--- src/nvac_pkg.sv ---
// nvac_pkg: constants, types and register map of the nonvolatile access block.
// assumes one 50 MHz core clock shared by the bus, the block and the arrays.
package nvac_pkg;

  // register byte offsets on the bus
  localparam logic [7:0] OFF_DATA_LOW = 8'h00;
  localparam logic [7:0] OFF_ADDR_LOW = 8'h04;
  localparam logic [7:0] OFF_WORD_HIGH = 8'h08;
  localparam logic [7:0] OFF_ADDR_HIGH = 8'h0c;
  localparam logic [7:0] OFF_CONTROL = 8'h10;
  localparam logic [7:0] OFF_UNLOCK = 8'h14;
  localparam logic [7:0] OFF_IRQ_STATUS = 8'h18;
  localparam logic [7:0] OFF_IRQ_MASK = 8'h1c;

  // field widths and positions
  localparam int WORD_HIGH_W = 6;
  localparam int ADDR_HIGH_W = 4;
  localparam int CTL_SEL = 7;
  localparam int CTL_ABORT = 3;
  localparam int CTL_PERMIT = 2;
  localparam int CTL_WR = 1;
  localparam int CTL_RD = 0;
  localparam int IRQ_W = 3;
  localparam int IRQ_STORE_DONE = 0;
  localparam int IRQ_READ_DONE = 1;
  localparam int IRQ_STORE_REFUSED = 2;

  // values after reset
  localparam logic [7:0] RST_DATA_LOW = 8'h00;
  localparam logic [7:0] RST_ADDR_LOW = 8'h00;
  localparam logic [5:0] RST_WORD_HIGH = 6'h00;
  localparam logic [3:0] RST_ADDR_HIGH = 4'h0;
  localparam logic [2:0] RST_IRQ = 3'h0;

  // unlock values written in order to the sequence port
  localparam logic [7:0] UNLOCK_FIRST = 8'h55;
  localparam logic [7:0] UNLOCK_SECOND = 8'haa;

  // store time; least time, so rounded up to whole cycles
  localparam int CLK_PERIOD_NS = 20;
  localparam int STORE_TIME_NS = 4000;
  localparam int STORE_CYCLES_DEF = (STORE_TIME_NS + CLK_PERIOD_NS - 1) / CLK_PERIOD_NS;

  // bus encodings
  localparam logic [1:0] HTRANS_NONSEQ = 2'h2;
  localparam logic HRESP_OKAY = 1'b0;

  // request bundle towards the memory arrays
  typedef struct packed {
    logic [7:0] ee_addr;
    logic [7:0] ee_wdata;
    logic ee_rd;
    logic ee_wr;
    logic [11:0] pm_addr;
    logic pm_rd;
  } nvac_mem_req_s;

  typedef enum logic [1:0] {UNL_IDLE, UNL_FIRST, UNL_ARMED} nvac_unlock_e;

endpackage : nvac_pkg

--- src/nvac_store_timer.sv ---
// nvac_store_timer: times one byte store of the data array.
// assumes start is a one-cycle pulse while idle; abort ends a store at once.
`timescale 1ns/1ps
module nvac_store_timer
  import nvac_pkg::*;
#(
  parameter int CYCLES = STORE_CYCLES_DEF
)
(
  input wire logic clock, // core clock
  input wire logic rst, // async reset, active high
  input wire logic ce, // clock enable
  input wire logic start, // begin a store
  input wire logic abort, // stop the store
  output logic busy, // store in progress
  output logic done // one-cycle pulse at normal end
);
  localparam int CW = $clog2(CYCLES + 1);
  localparam logic [CW-1:0] LAST = CW'(CYCLES - 1);
  logic [CW-1:0] count;

  // count the store time; done fires in the last counted cycle
  always_ff @(posedge clock or posedge rst)
  begin
    if (rst)
    begin
      busy <= 1'b0;
      count <= '0;
    end
    else if (ce)
    begin
      if (start && !busy)
      begin
        busy <= 1'b1;
        count <= '0;
      end
      else if (busy && (abort || count == LAST))
        busy <= 1'b0;
      else if (busy)
        count <= count + CW'(1);
    end
  end

  assign done = ce && busy && !abort && count == LAST;
endmodule : nvac_store_timer

--- src/nvac_top.sv ---
// nvac_top: register set giving the core access to the data array and program memory.
// assumes an AHB-Lite master on the core clock and arrays answering reads combinationally.
//
// Design decisions made here: the placing of the registers and register access over AHB-Lite.
`timescale 1ns/1ps
module nvac_top
  import nvac_pkg::*;
#(
  parameter int STORE_CYCLES = STORE_CYCLES_DEF
)
(
  input wire logic clock, // core clock, 50 MHz
  input wire logic rst, // async reset, active high
  input wire logic ce, // clock enable, freezes all state when low
  input wire logic hsel, // slave select
  input wire logic [31:0] haddr, // byte address
  input wire logic [1:0] htrans, // transfer type
  input wire logic hwrite, // write when high
  input wire logic [2:0] hsize, // transfer size, word only
  input wire logic [31:0] hwdata, // write data
  input wire logic hready, // bus ready
  output logic [31:0] hrdata, // read data, registered
  output logic hreadyout, // slave ready
  output logic hresp, // always okay
  output nvac_mem_req_s mem_req, // requests to the arrays
  input wire logic [7:0] ee_rdata, // data array byte at ee_addr
  input wire logic [13:0] pm_rdata, // program word at pm_addr
  input wire logic store_abort_in, // array reports an interrupted store
  output logic irq // level interrupt
);
  // registers
  logic [7:0] data_low;
  logic [7:0] addr_low;
  logic [WORD_HIGH_W-1:0] word_high;
  logic [ADDR_HIGH_W-1:0] addr_high;
  logic space_select;
  logic store_abort_flag;
  logic store_permit;
  logic ctl_wr;
  logic ctl_rd;
  logic [IRQ_W-1:0] irq_status;
  logic [IRQ_W-1:0] irq_mask;

  // bus pipeline
  logic wr_pend;
  logic [7:0] wr_addr;
  logic rd_wait;
  logic [7:0] rd_addr;
  logic [7:0] rd_mux;
  logic accept;

  // decoded write strobes
  logic we;
  logic we_data;
  logic we_addr;
  logic we_whigh;
  logic we_ahigh;
  logic we_ctl;
  logic we_unlock;
  logic we_status;
  logic we_mask;
  logic [7:0] wd;

  // store control
  logic armed;
  logic store_go;
  logic store_refused;
  logic store_busy;
  logic store_done;
  logic read_done;
  logic [IRQ_W-1:0] irq_event;

  // address phase accepted; only single word transfers expected
  assign accept = hsel && hready && htrans == HTRANS_NONSEQ;

  // capture address phase; reads get one wait state so hrdata can be a flop
  always_ff @(posedge clock or posedge rst)
  begin
    if (rst)
    begin
      wr_pend <= 1'b0;
      wr_addr <= 8'h00;
      rd_wait <= 1'b0;
      rd_addr <= 8'h00;
    end
    else if (ce)
    begin
      wr_pend <= accept && hwrite;
      rd_wait <= accept && !hwrite;
      if (accept)
      begin
        wr_addr <= haddr[7:0];
        rd_addr <= haddr[7:0];
      end
    end
  end

  assign hreadyout = !rd_wait;
  assign hresp = HRESP_OKAY;

  // write decode in the data phase
  assign we = wr_pend && ce;
  assign wd = hwdata[7:0];
  assign we_data = we && wr_addr == OFF_DATA_LOW;
  assign we_addr = we && wr_addr == OFF_ADDR_LOW;
  assign we_whigh = we && wr_addr == OFF_WORD_HIGH;
  assign we_ahigh = we && wr_addr == OFF_ADDR_HIGH;
  assign we_ctl = we && wr_addr == OFF_CONTROL;
  assign we_unlock = we && wr_addr == OFF_UNLOCK;
  assign we_status = we && wr_addr == OFF_IRQ_STATUS;
  assign we_mask = we && wr_addr == OFF_IRQ_MASK;

  // read mux; unimplemented bits and the sequence port read as zero
  always_comb
  begin
    rd_mux = 8'h00;
    unique case (rd_addr)
      OFF_DATA_LOW: rd_mux = data_low;
      OFF_ADDR_LOW: rd_mux = addr_low;
      OFF_WORD_HIGH: rd_mux = {2'b00, word_high};
      OFF_ADDR_HIGH: rd_mux = {4'h0, addr_high};
      OFF_CONTROL: rd_mux = {space_select, 3'b000, store_abort_flag,
                             store_permit, ctl_wr, ctl_rd};
      OFF_IRQ_STATUS: rd_mux = {5'h00, irq_status};
      OFF_IRQ_MASK: rd_mux = {5'h00, irq_mask};
      default: rd_mux = 8'h00;
    endcase
  end

  // read data is sampled in the wait cycle, so a write just before is seen
  always_ff @(posedge clock or posedge rst)
  begin
    if (rst)
      hrdata <= 32'h0000_0000;
    else if (ce && rd_wait)
      hrdata <= {24'h00_0000, rd_mux};
  end

  // data low: software write wins over a read landing in the same cycle
  always_ff @(posedge clock or posedge rst)
  begin
    if (rst)
      data_low <= RST_DATA_LOW;
    else if (ce)
    begin
      if (we_data)
        data_low <= wd;
      else if (ctl_rd && space_select)
        data_low <= pm_rdata[7:0];
      else if (ctl_rd)
        data_low <= ee_rdata;
    end
  end

  // address low
  always_ff @(posedge clock or posedge rst)
  begin
    if (rst)
      addr_low <= RST_ADDR_LOW;
    else if (we_addr)
      addr_low <= wd;
  end

  // word high: written by software in its six bits, loaded by program reads
  always_ff @(posedge clock or posedge rst)
  begin
    if (rst)
      word_high <= RST_WORD_HIGH;
    else if (ce)
    begin
      if (we_whigh)
        word_high <= wd[WORD_HIGH_W-1:0];
      else if (ctl_rd && space_select)
        word_high <= pm_rdata[13:8];
    end
  end

  // address high: upper bits of the write are dropped
  always_ff @(posedge clock or posedge rst)
  begin
    if (rst)
      addr_high <= RST_ADDR_HIGH;
    else if (we_ahigh)
      addr_high <= wd[ADDR_HIGH_W-1:0];
  end

  // select and permit are plain bits; bits 6-4 are not stored
  always_ff @(posedge clock or posedge rst)
  begin
    if (rst)
    begin
      space_select <= 1'b0;
      store_permit <= 1'b0;
    end
    else if (we_ctl)
    begin
      space_select <= wd[CTL_SEL];
      store_permit <= wd[CTL_PERMIT];
    end
  end

  // abort flag: array report sets it, and the set wins over a software write
  always_ff @(posedge clock or posedge rst)
  begin
    if (rst)
      store_abort_flag <= 1'b0;
    else if (ce)
    begin
      if (store_busy && store_abort_in)
        store_abort_flag <= 1'b1;
      else if (we_ctl)
        store_abort_flag <= wd[CTL_ABORT];
    end
  end

  // read trigger: set by software, cleared by hardware after one cycle
  always_ff @(posedge clock or posedge rst)
  begin
    if (rst)
      ctl_rd <= 1'b0;
    else if (ce)
    begin
      if (we_ctl && wd[CTL_RD])
        ctl_rd <= 1'b1;
      else if (ctl_rd)
        ctl_rd <= 1'b0;
    end
  end

  // a store needs the unlock, permit, data space and an idle array
  assign store_go = we_ctl && wd[CTL_WR] && !wd[CTL_SEL] && wd[CTL_PERMIT]
                    && armed && !ctl_wr;
  assign store_refused = we_ctl && wd[CTL_WR] && !wd[CTL_SEL] && !ctl_wr && !store_go;

  // write trigger; a zero written here cannot cut a store short
  always_ff @(posedge clock or posedge rst)
  begin
    if (rst)
      ctl_wr <= 1'b0;
    else if (ce)
    begin
      if (store_go)
        ctl_wr <= 1'b1;
      else if (store_done || (store_busy && store_abort_in))
        ctl_wr <= 1'b0;
    end
  end

  nvac_unlock u_unlock (
    .clock(clock),
    .rst(rst),
    .ce(ce),
    .port_wr(we_unlock),
    .ctl_wr(we_ctl),
    .other_wr(we && !we_unlock && !we_ctl),
    .wdata(wd),
    .armed(armed)
  );

  nvac_store_timer #(
    .CYCLES(STORE_CYCLES)
  ) u_timer (
    .clock(clock),
    .rst(rst),
    .ce(ce),
    .start(store_go),
    .abort(store_abort_in),
    .busy(store_busy),
    .done(store_done)
  );

  // array requests; address and data follow the registers during a store
  always_comb
  begin
    mem_req.ee_addr = addr_low;
    mem_req.ee_wdata = data_low;
    mem_req.ee_rd = ctl_rd && !space_select;
    mem_req.ee_wr = store_busy;
    mem_req.pm_addr = {addr_high, addr_low};
    mem_req.pm_rd = ctl_rd && space_select;
  end

  // interrupt events: store end, read end, refused store
  assign read_done = ce && ctl_rd;
  always_comb
  begin
    irq_event = '0;
    irq_event[IRQ_STORE_DONE] = store_done;
    irq_event[IRQ_READ_DONE] = read_done;
    irq_event[IRQ_STORE_REFUSED] = store_refused;
  end

  // sticky status, write one to clear; a new event beats the clear
  always_ff @(posedge clock or posedge rst)
  begin
    if (rst)
      irq_status <= RST_IRQ;
    else if (ce)
      irq_status <= (irq_status & ~(we_status ? wd[IRQ_W-1:0] : '0)) | irq_event;
  end

  // mask register
  always_ff @(posedge clock or posedge rst)
  begin
    if (rst)
      irq_mask <= RST_IRQ;
    else if (we_mask)
      irq_mask <= wd[IRQ_W-1:0];
  end

  assign irq = |(irq_status & irq_mask);
endmodule : nvac_top

--- src/nvac_unlock.sv ---
// nvac_unlock: tracks the two-value unlock sequence that arms one byte store.
// assumes one-cycle write strobes from the bus slave on the same clock.
`timescale 1ns/1ps
module nvac_unlock
  import nvac_pkg::*;
(
  input wire logic clock, // core clock
  input wire logic rst, // async reset, active high
  input wire logic ce, // clock enable
  input wire logic port_wr, // write to the sequence port
  input wire logic ctl_wr, // write to the control register
  input wire logic other_wr, // write to any other register
  input wire logic [7:0] wdata, // bus write data
  output logic armed // sequence complete, next control write may store
);
  nvac_unlock_e state;

  // any stray write breaks the sequence; a control write consumes it
  always_ff @(posedge clock or posedge rst)
  begin
    if (rst)
      state <= UNL_IDLE;
    else if (ce)
    begin
      unique case (state)
        UNL_IDLE:
          if (port_wr && wdata == UNLOCK_FIRST) state <= UNL_FIRST;
        UNL_FIRST:
          if (port_wr && wdata == UNLOCK_SECOND) state <= UNL_ARMED;
          else if (port_wr || ctl_wr || other_wr) state <= UNL_IDLE;
        UNL_ARMED:
          if (port_wr || ctl_wr || other_wr) state <= UNL_IDLE;
        default: state <= UNL_IDLE;
      endcase
    end
  end

  assign armed = (state == UNL_ARMED);
endmodule : nvac_unlock
--- config.mk ---
export PLATFORM = sky130hd
export DESIGN_NAME = nvac_top
export DESIGN_NICKNAME = d
export VERILOG_FILES = /design/src/nvac_pkg.sv /design/src/nvac_store_timer.sv /design/src/nvac_top.sv /design/src/nvac_unlock.sv
export SDC_FILE = /design/constraint.sdc
export NUM_CORES = 1
export LEC_CHECK = 0
export BUFFER_PORTS_ARGS = -buffer_cell sky130_fd_sc_hd__buf_2
export CAP_MARGIN = 5
export CORE_MARGIN = 10
export CORE_UTILIZATION = 51
export DETAILED_ROUTE_END_ITERATION = 12
export GPL_TIMING_DRIVEN = 0
export PLACE_DENSITY = 0.86
export REMOVE_ABC_BUFFERS = 1
export SLEW_MARGIN = 20
export SYNTH_ARGS = -nofsm -noshare
export SYNTH_HDL_FRONTEND = slang
export SYNTH_SLANG_ARGS = --single-unit
--- constraint.sdc ---
create_clock -name clock -period 3.4 [get_ports clock]
set_input_delay 0.34 -clock clock [delete_from_list [all_inputs] [get_ports clock]]
set_output_delay 0.34 -clock clock [all_outputs]
set_load 0.05 [all_outputs]
==> results of run 1 <==
==> cells by family after synthesis <==
family          after synthesis
buf+inv                      62
mux                          52
other cells                   1
compound gates               62
xor+xnor                      6
flops                        66
simple gates                116
fa+ha+maj                     1
==> worst register-to-register path, stage by stage, from the launching register on <==
cell,delay (ps)
dfrtp_1,790
nor4b_1,740
nor2b_1,820
mux2_2,410
==> placed cells by master (no fill, tap or decap), types with 3 or more instances in the layout <==
cell	instances
a21o_1	4
a21oi_1	5
a22o_1	3
and3_1	3
buf_2	87
clkbuf_8	10
conb_1	25
dfrtp_1	66
inv_1	8
mux2_2	28
mux2i_1	22
nand2_1	49
nand3_1	10
nand3b_1	4
nand4_1	5
nor2_1	12
nor3_1	5
nor4b_1	4
o211ai_1	4
o21ai_0	27
o22ai_1	4
o31ai_1	3
xnor2_1	4
==> power by group <==
group	internal (uW)	switching [uW]
Combinational	160	355
Clock	430	306
Sequential	852	114
==> Yosys cell counts, types with 3 or more instances <==
cell type / instances / share of area
clkbuf_1: 14 / 0.014
and3_1: 3 / 0.0051
o31ai_1: 3 / 0.0061
mux2i_1: 22 / 0.060
xnor2_1: 4 / 0.0095
buf_4: 34 / 0.069
inv_1: 9 / 0.0092
nand4_1: 5 / 0.0085
a22o_1: 3 / 0.0072
nand2_1: 49 / 0.050
o22ai_1: 4 / 0.0068
a21o_1: 4 / 0.0082
nand3_1: 10 / 0.014
buf_2: 3 / 0.0041
o21ai_0: 27 / 0.037
a21oi_1: 5 / 0.0068
dfrtp_1: 66 / 0.45
nor4b_1: 4 / 0.0095
nand3b_1: 4 / 0.0082
nor2_1: 12 / 0.012
o211ai_1: 4 / 0.0082
nor3_1: 7 / 0.0095
mux2_2: 28 / 0.086
==> flip-flops by register name (all words and copies together), names as in the netlist, 2 cells and up <==
name            count
irq_status          3
addr_low            8
word_high           6
hrdata              8
irq_mask            3
u_unlock.state      2
rd_addr             8
data_low            8
u_timer.count       8
addr_high           4
==> how the worst max path moves through the flow <==
stage	from	end	slack, ps	cells past startpoint
global placement	rd_addr[3]$_DFFE_PP0P_	data_low[3]$_DFFE_PP0P_	520	3
CTS	rd_addr[3]$_DFFE_PP0P_	word_high[3]$_DFFE_PP0P_	560	3
floorplan	rd_addr[3]$_DFFE_PP0P_	data_low[0]$_DFFE_PP0P_	1150	3
finish	rd_addr[2]$_DFFE_PP0P_	addr_low[7]$_DFFE_PP0P_	520	3
global route	rd_addr[2]$_DFFE_PP0P_	addr_low[1]$_DFFE_PP0P_	360	3
detailed placement	rd_addr[3]$_DFFE_PP0P_	word_high[3]$_DFFE_PP0P_	570	3
==> layer usage <==
layer,share of wire,global-route usage,routed length (um)
met5,0,0,0
met4,0.021,0.0696,204
met3,0.082,0.0559,798
met2,0.48,0.285,4660
met1,0.42,0.213,4090
==> per-stage QoR <==
step	worst slack (ps)	total power [uW]	cell area, um^2	utilization
5_1_grt	355	2310	4260	0.617
3_3_place_gp	518	1470	3980	0.577
6_report	524	2220	4260	0.617
4_1_cts	560	2230	4250	0.616
2_1_floorplan	1150	1330	3430	-
3_5_place_dp	574	1490	4030	0.583
==> cell type report <==
class                      instances  area (um^2)  area share
sequential                        66         1650       0.388
timing repair buffer              90          480       0.113
multi-input combinational        262         1750       0.411
clock inverter                     5         77.6      0.0182
tap                               96          120      0.0282
inverter                           9         36.3     0.00852
clock buffer                      11          141      0.0332
==> results.cfg, run 1 <==
[logic_synthesis]
synthArstFlopShare = 1.00
syn_area_um2 = 3670
yosys_most_used_dff = dfrtp_1
ys_warn_count = 0
synth_top_family_by_area = simple AND/OR/NAND/NOR gates
synthSimpleGateAreaFrac = 0.167
yosysSeqAreaShare = 0.449
synth_compound_area_frac = 0.106
synth_xor_area_frac = 0.0143
synth-edff-count = 0
ys_ff_latch = 66
synthCells = 366
synthMuxAreaShare = 0.158
synthAdderAreaFrac = 0.00340
postSynthAreaPerCell_um2 = 10.0
synth.distinct_cells = 54

[min_path]
min_to = rd_wait$_DFFE_PP0P_
worstHoldStart = hwrite
hold_class = in -> reg
whs_path_depth = 2

[clock_network]
hold_buffers = 1
clockBufferDepth = 2
cts_resized = 0
numCtsBuffers = 9
cts_setup_buffers = 0
cts.sinks = 66
htreeDepth = 3
root_buffer = clkbuf_8
clkTransAtPathRegs_ps = 70
tritoncts = built
worstSkewPairLatency_ps = 350

[setup_path]
crit_fanout = 19
cp-end-kind = flop
rrSetupSlack_ps = 520
worstPathRequired_ps = 3630
crit_chain = nor4b_1 -> nor2b_1 -> mux2_2
crit_path_max_incr_delay_ps = 820
reg2reg_depth = 3
criticalPathCategory = reg -> reg
critPathArrivalTime_ps = 3110
critPathLaunchType = flop
r2r_start = rd_addr[2]$_DFFE_PP0P_
crit_family = simple AND/OR/NAND/NOR gates
critPathBufInv = 0
critPathSlowestCell = nor2b_1
r2r_end = addr_low[7]$_DFFE_PP0P_

[route]
post-route-drc-count = 0
drt-pass1-iter-count = 4
drtAntennaViolNets = 0
first_iter_violations = 160
num_vias = 2997
vias_per_cell = 5.56
wire_per_inst_um = 18.1
routed_wl_um = 9750

[pwr]
pwr_density_cell_nw_per_um2 = 520
peakVddDrop_uv = 336
cellLeakagePower_uw = 0.00209

[floorplan]
chipWidth_um = 105
io_pins = 164
dieArea_um2 = 11000
initial_core_util = 0.532
die_y_um = 105
row_count = 30
coreArea_um2 = 6910

[global_routing]
grt_usage = 0.176
grt.overflow.total = 0
antenna_found_initial = 0
grt_pass1_vias = 3226
grt_max_degree = 58
grt_first_pass_wirelength_um = 16000

[cells_and_area]
fillerInstances = 604
drive_gt1_frac = 0.327
diodes = 0
nets = 537
synthToLayoutAreaGrowth_pct = 15.9
fin_cells = 539

[timing]
rsz0062_at_grt = false
setup_viol = 0
worstMarginPinSlew_ps = 963
period_minus_slack_ps = 2880
clock-skew-final_ps = 7.92
tns_ps = 0
finalHoldViolCount = 0
max_freq_mhz = 348
maxSlewViolCount = 0
hold_ws_ps = 183
slew-limit-headroom = 0.349
fin_crit_sh = 0.846

[status]
outcome = complete, no violations

[job]
cap_violations = 0

[placement]
hpwl_um = 7380
numPlacedInstances = 522
gp_routability_congestion = 0.836
portBuffers = 87
(Power assumes the default switching activity.)
==> inputs of run 2 (changes only) <==
--- a/config.mk
+++ b/config.mk
@@ -5,13 +5,14 @@
 export SDC_FILE = /design/constraint.sdc
 export NUM_CORES = 1
 export LEC_CHECK = 0
+export ABC_AREA = 1
 export BUFFER_PORTS_ARGS = -buffer_cell sky130_fd_sc_hd__buf_2
 export CAP_MARGIN = 5
 export CORE_MARGIN = 10
-export CORE_UTILIZATION = 51
+export CORE_UTILIZATION = 44
 export DETAILED_ROUTE_END_ITERATION = 12
 export GPL_TIMING_DRIVEN = 0
-export PLACE_DENSITY = 0.86
+export PLACE_DENSITY = 0.77
 export REMOVE_ABC_BUFFERS = 1
 export SLEW_MARGIN = 20
 export SYNTH_ARGS = -nofsm -noshare
==> constraint.sdc (replaced) <==
create_clock -name clock -period 2.4 [get_ports clock]
set_input_delay 0.24 -clock clock [delete_from_list [all_inputs] [get_ports clock]]
set_output_delay 0.24 -clock clock [all_outputs]
set_load 0.05 [all_outputs]
==> run 2 against run 1 <==
  * Total power grew 31%
  * Clock power grew 51%
  * Global-route usage shrank 1.7 points
  * First-iteration DRC count grew 110%
  * Non-clock buffer count shrank 1
  * Synthesized area grew 6.4%
  * Cell count grew 30%
  * Core utilization shrank 9.6 points
  * Register-to-register slack gained 110 ps
  * Clock-buffer cell count shrank 1
  * Synthesized cell count grew 38%
  * Die area grew 19%
  * Critical endpoint is now mem_req[0]
  * Largest cell class unchanged
  * Highest routed layer unchanged
==> results.cfg, run 2 <==
[placement]
hpwl_um = 8280
portBuffers = 87
gp_routability_congestion = 0.904
numPlacedInstances = 685

[timing]
finalHoldViolCount = 0
fin_crit_sh = 0.775
max_freq_mhz = 538
period_minus_slack_ps = 1860
hold_ws_ps = 87.2
setup_viol = 0
rsz0062_at_grt = false
clock-skew-final_ps = 8.50
maxSlewViolCount = 0

[floorplan]
row_count = 34
initial_core_util = 0.451
io_pins = 164
dieArea_um2 = 13100
coreArea_um2 = 8680
die_y_um = 114
chipWidth_um = 114

[cells_and_area]
drive_gt1_frac = 0.249
synthToLayoutAreaGrowth_pct = 15.5
layout.cells.most_common = nand2_1
final_cell_mix = 124 x nand2_1, 87 x buf_2, 66 x dfrtp_1
nets = 688
seq_area_um2 = 1650
fin_cells = 702
diodes = 0
fillerInstances = 843
multi_input_area_um2 = 1810

[setup_path]
critPathSlowestCell = dfrtp_1
crit_fanout = 7
critPathArrivalTime_ps = 1620
worstPathRequired_ps = 2160
crit_family = buffers and inverters
critPathBufInv = 2
critPathLaunchType = flop
crit_path_max_incr_delay_ps = 490
cp-end-kind = primary output
criticalPathCategory = reg -> out
crit_chain = nand2_1 -> inv_1 -> buf_2

[pwr]
power_frac_comb = 0.174
pwr-share-clk = 0.383
seq_power_share = 0.443
pwr_density_cell_nw_per_um2 = 642
peakVddDrop_uv = 416
p_switching_uw = 872
switching_share = 0.301
p_int_uw = 2030
cellLeakagePower_uw = 0.00248

[logic_synthesis]
postSynthAreaPerCell_um2 = 7.73
syn_area_um2 = 3910
synth-edff-count = 0
synth.distinct_cells = 32
synthTopCellsByCount = 124 x nand2_1, 66 x dfrtp_1, 53 x nand3_1
ys_warn_count = 0
synth_top_area_share = 0.422
yosysMostFrequentCell = nand2_1
yosysSeqAreaShare = 0.422
synth_area_leaders = dfrtp_1 42%, nand2_1 12%, buf_4 6.9%
synth_top_area_cell = dfrtp_1
ys_ff_latch = 66
yosys_most_used_dff = dfrtp_1
synthArstFlopShare = 1.00
synthCells = 506

[min_path]
hold_class = in -> reg

[global_routing]
grt_max_degree = 40
antenna_found_initial = 0
grt_first_pass_wirelength_um = 17100
grt_pass1_vias = 3412
grt.overflow.total = 0
grt_usage = 0.160

[status]
outcome = complete, no violations

[clock_network]
tritoncts = built
htreeDepth = 3
clkTransAtPathRegs_ps = 70
root_buffer = clkbuf_8
hold_buffers = 1
cts_resized = 0
numCtsBuffers = 9
cts.sinks = 66
cts_setup_buffers = 0
clockBufferDepth = 2
worstSkewPairLatency_ps = 350

[route]
num_vias = 3580
drt-pass1-iter-count = 5
first_iter_violations = 337
routed_wl_um = 10600
drtAntennaViolNets = 0
vias_per_cell = 5.10
wire_per_inst_um = 15.2
post-route-drc-count = 0

[job]
cap_violations = 0
[run 2: cell count changes in the layout (fill, tap and decap cells not counted), moves of 8 or more]
cell,before,now
o21ai_1,1,13
nor2_1,12,46
mux2_2,28,1
o21ai_2,0,12
inv_1,8,50
mux2i_1,22,0
nor2_4,0,8
nand3_1,10,53
nand2_1,49,124
[run 2: metal layers]
metal	vias up	routed length, um	GRT usage
met5	-	0	0
met4	0	165	0.0468
met3	16	974	0.0493
met2	150	4890	0.250
met1	1662	4620	0.207
li1	1752	-	-
[run 2: metrics by stage]
stage          area (um^2)  power, uW  setup TNS, ps  utilization  setup slack, ps
3_3_place_gp          4250       1780         -20140        0.490             -308
6_report              4520       2900              0        0.520              540
5_1_grt               4520       3040              0        0.520              448
4_1_cts               4520       2910              0        0.520              525
2_1_floorplan         3680       1660              0            -              505
3_5_place_dp          4270       1810              0        0.493              663
[run 2: final cells by class]
| cell class | instances | share of cell area |
|---|---|---|
| clock inverters | 6 | 0.0233 |
| repair buffers | 89 | 0.103 |
| clock buffers | 10 | 0.0283 |
| multi-input cells | 365 | 0.401 |
| flip-flops and latches | 66 | 0.366 |
| well taps | 108 | 0.0299 |
| inverters | 58 | 0.0493 |
[run 2: worst register-to-register path, cell delays in order, from the launching register on]
cell     delay, ps
dfrtp_1        380
nor2_1         190
nand3_2        180
nor2_4         210
nand2_2        250
nand2_2        220
inv_1          100
nand2_1         70
nand2_1         50
[run 2: logic make-up (layout without fill, tap and decap cells)]
group,after synthesis,count (layout),share of synthesized area
DFF,66,66,0.422
other,1,25,0.000959
AOI/OAI and AO/OA,81,81,0.125
xor gates and xnor gates,2,2,0.00448
buffers and inverters,99,163,0.138
and+or+nand+nor,255,255,0.303
adders and majority gates,1,1,0.00320
muxes,1,1,0.00288
[run 2: path summary, 6_finish.rpt]
| check | startpoint | endpoint | slack [ps] | cells after the start |
|---|---|---|---|---|
| worst max-delay path | space_select$_DFFE_PP0N_ | mem_req[0] | 540 | 3 |
| worst min-delay path | hwrite | rd_wait$_DFFE_PP0P_ | 90 | 2 |
| worst max register to register | rd_addr[0]$_DFFE_PP0P_ | data_low[7]$_DFFE_PP0P_ | 630 | 8 |
| worst min register to register | hrdata[6]$_DFFE_PP0P_ | hrdata[6]$_DFFE_PP0P_ | 490 | 2 |
| max in group asynchronous | rst | irq_status[2]$_DFFE_PP0P_ | 1450 | 4 |
| min in group asynchronous | rst | data_low[0]$_DFFE_PP0P_ | 420 | 3 |
[run 2: power groups by stage]
stage / registers (uW) / logic (uW) / clock network [uW]
finish: 1280 / 506 / 1110
global placement: 1300 / 484 / 0
global route: 1300 / 568 / 1170
floorplan: 1350 / 316 / 0
CTS: 1280 / 508 / 1120
detailed placement: 1300 / 506 / 0
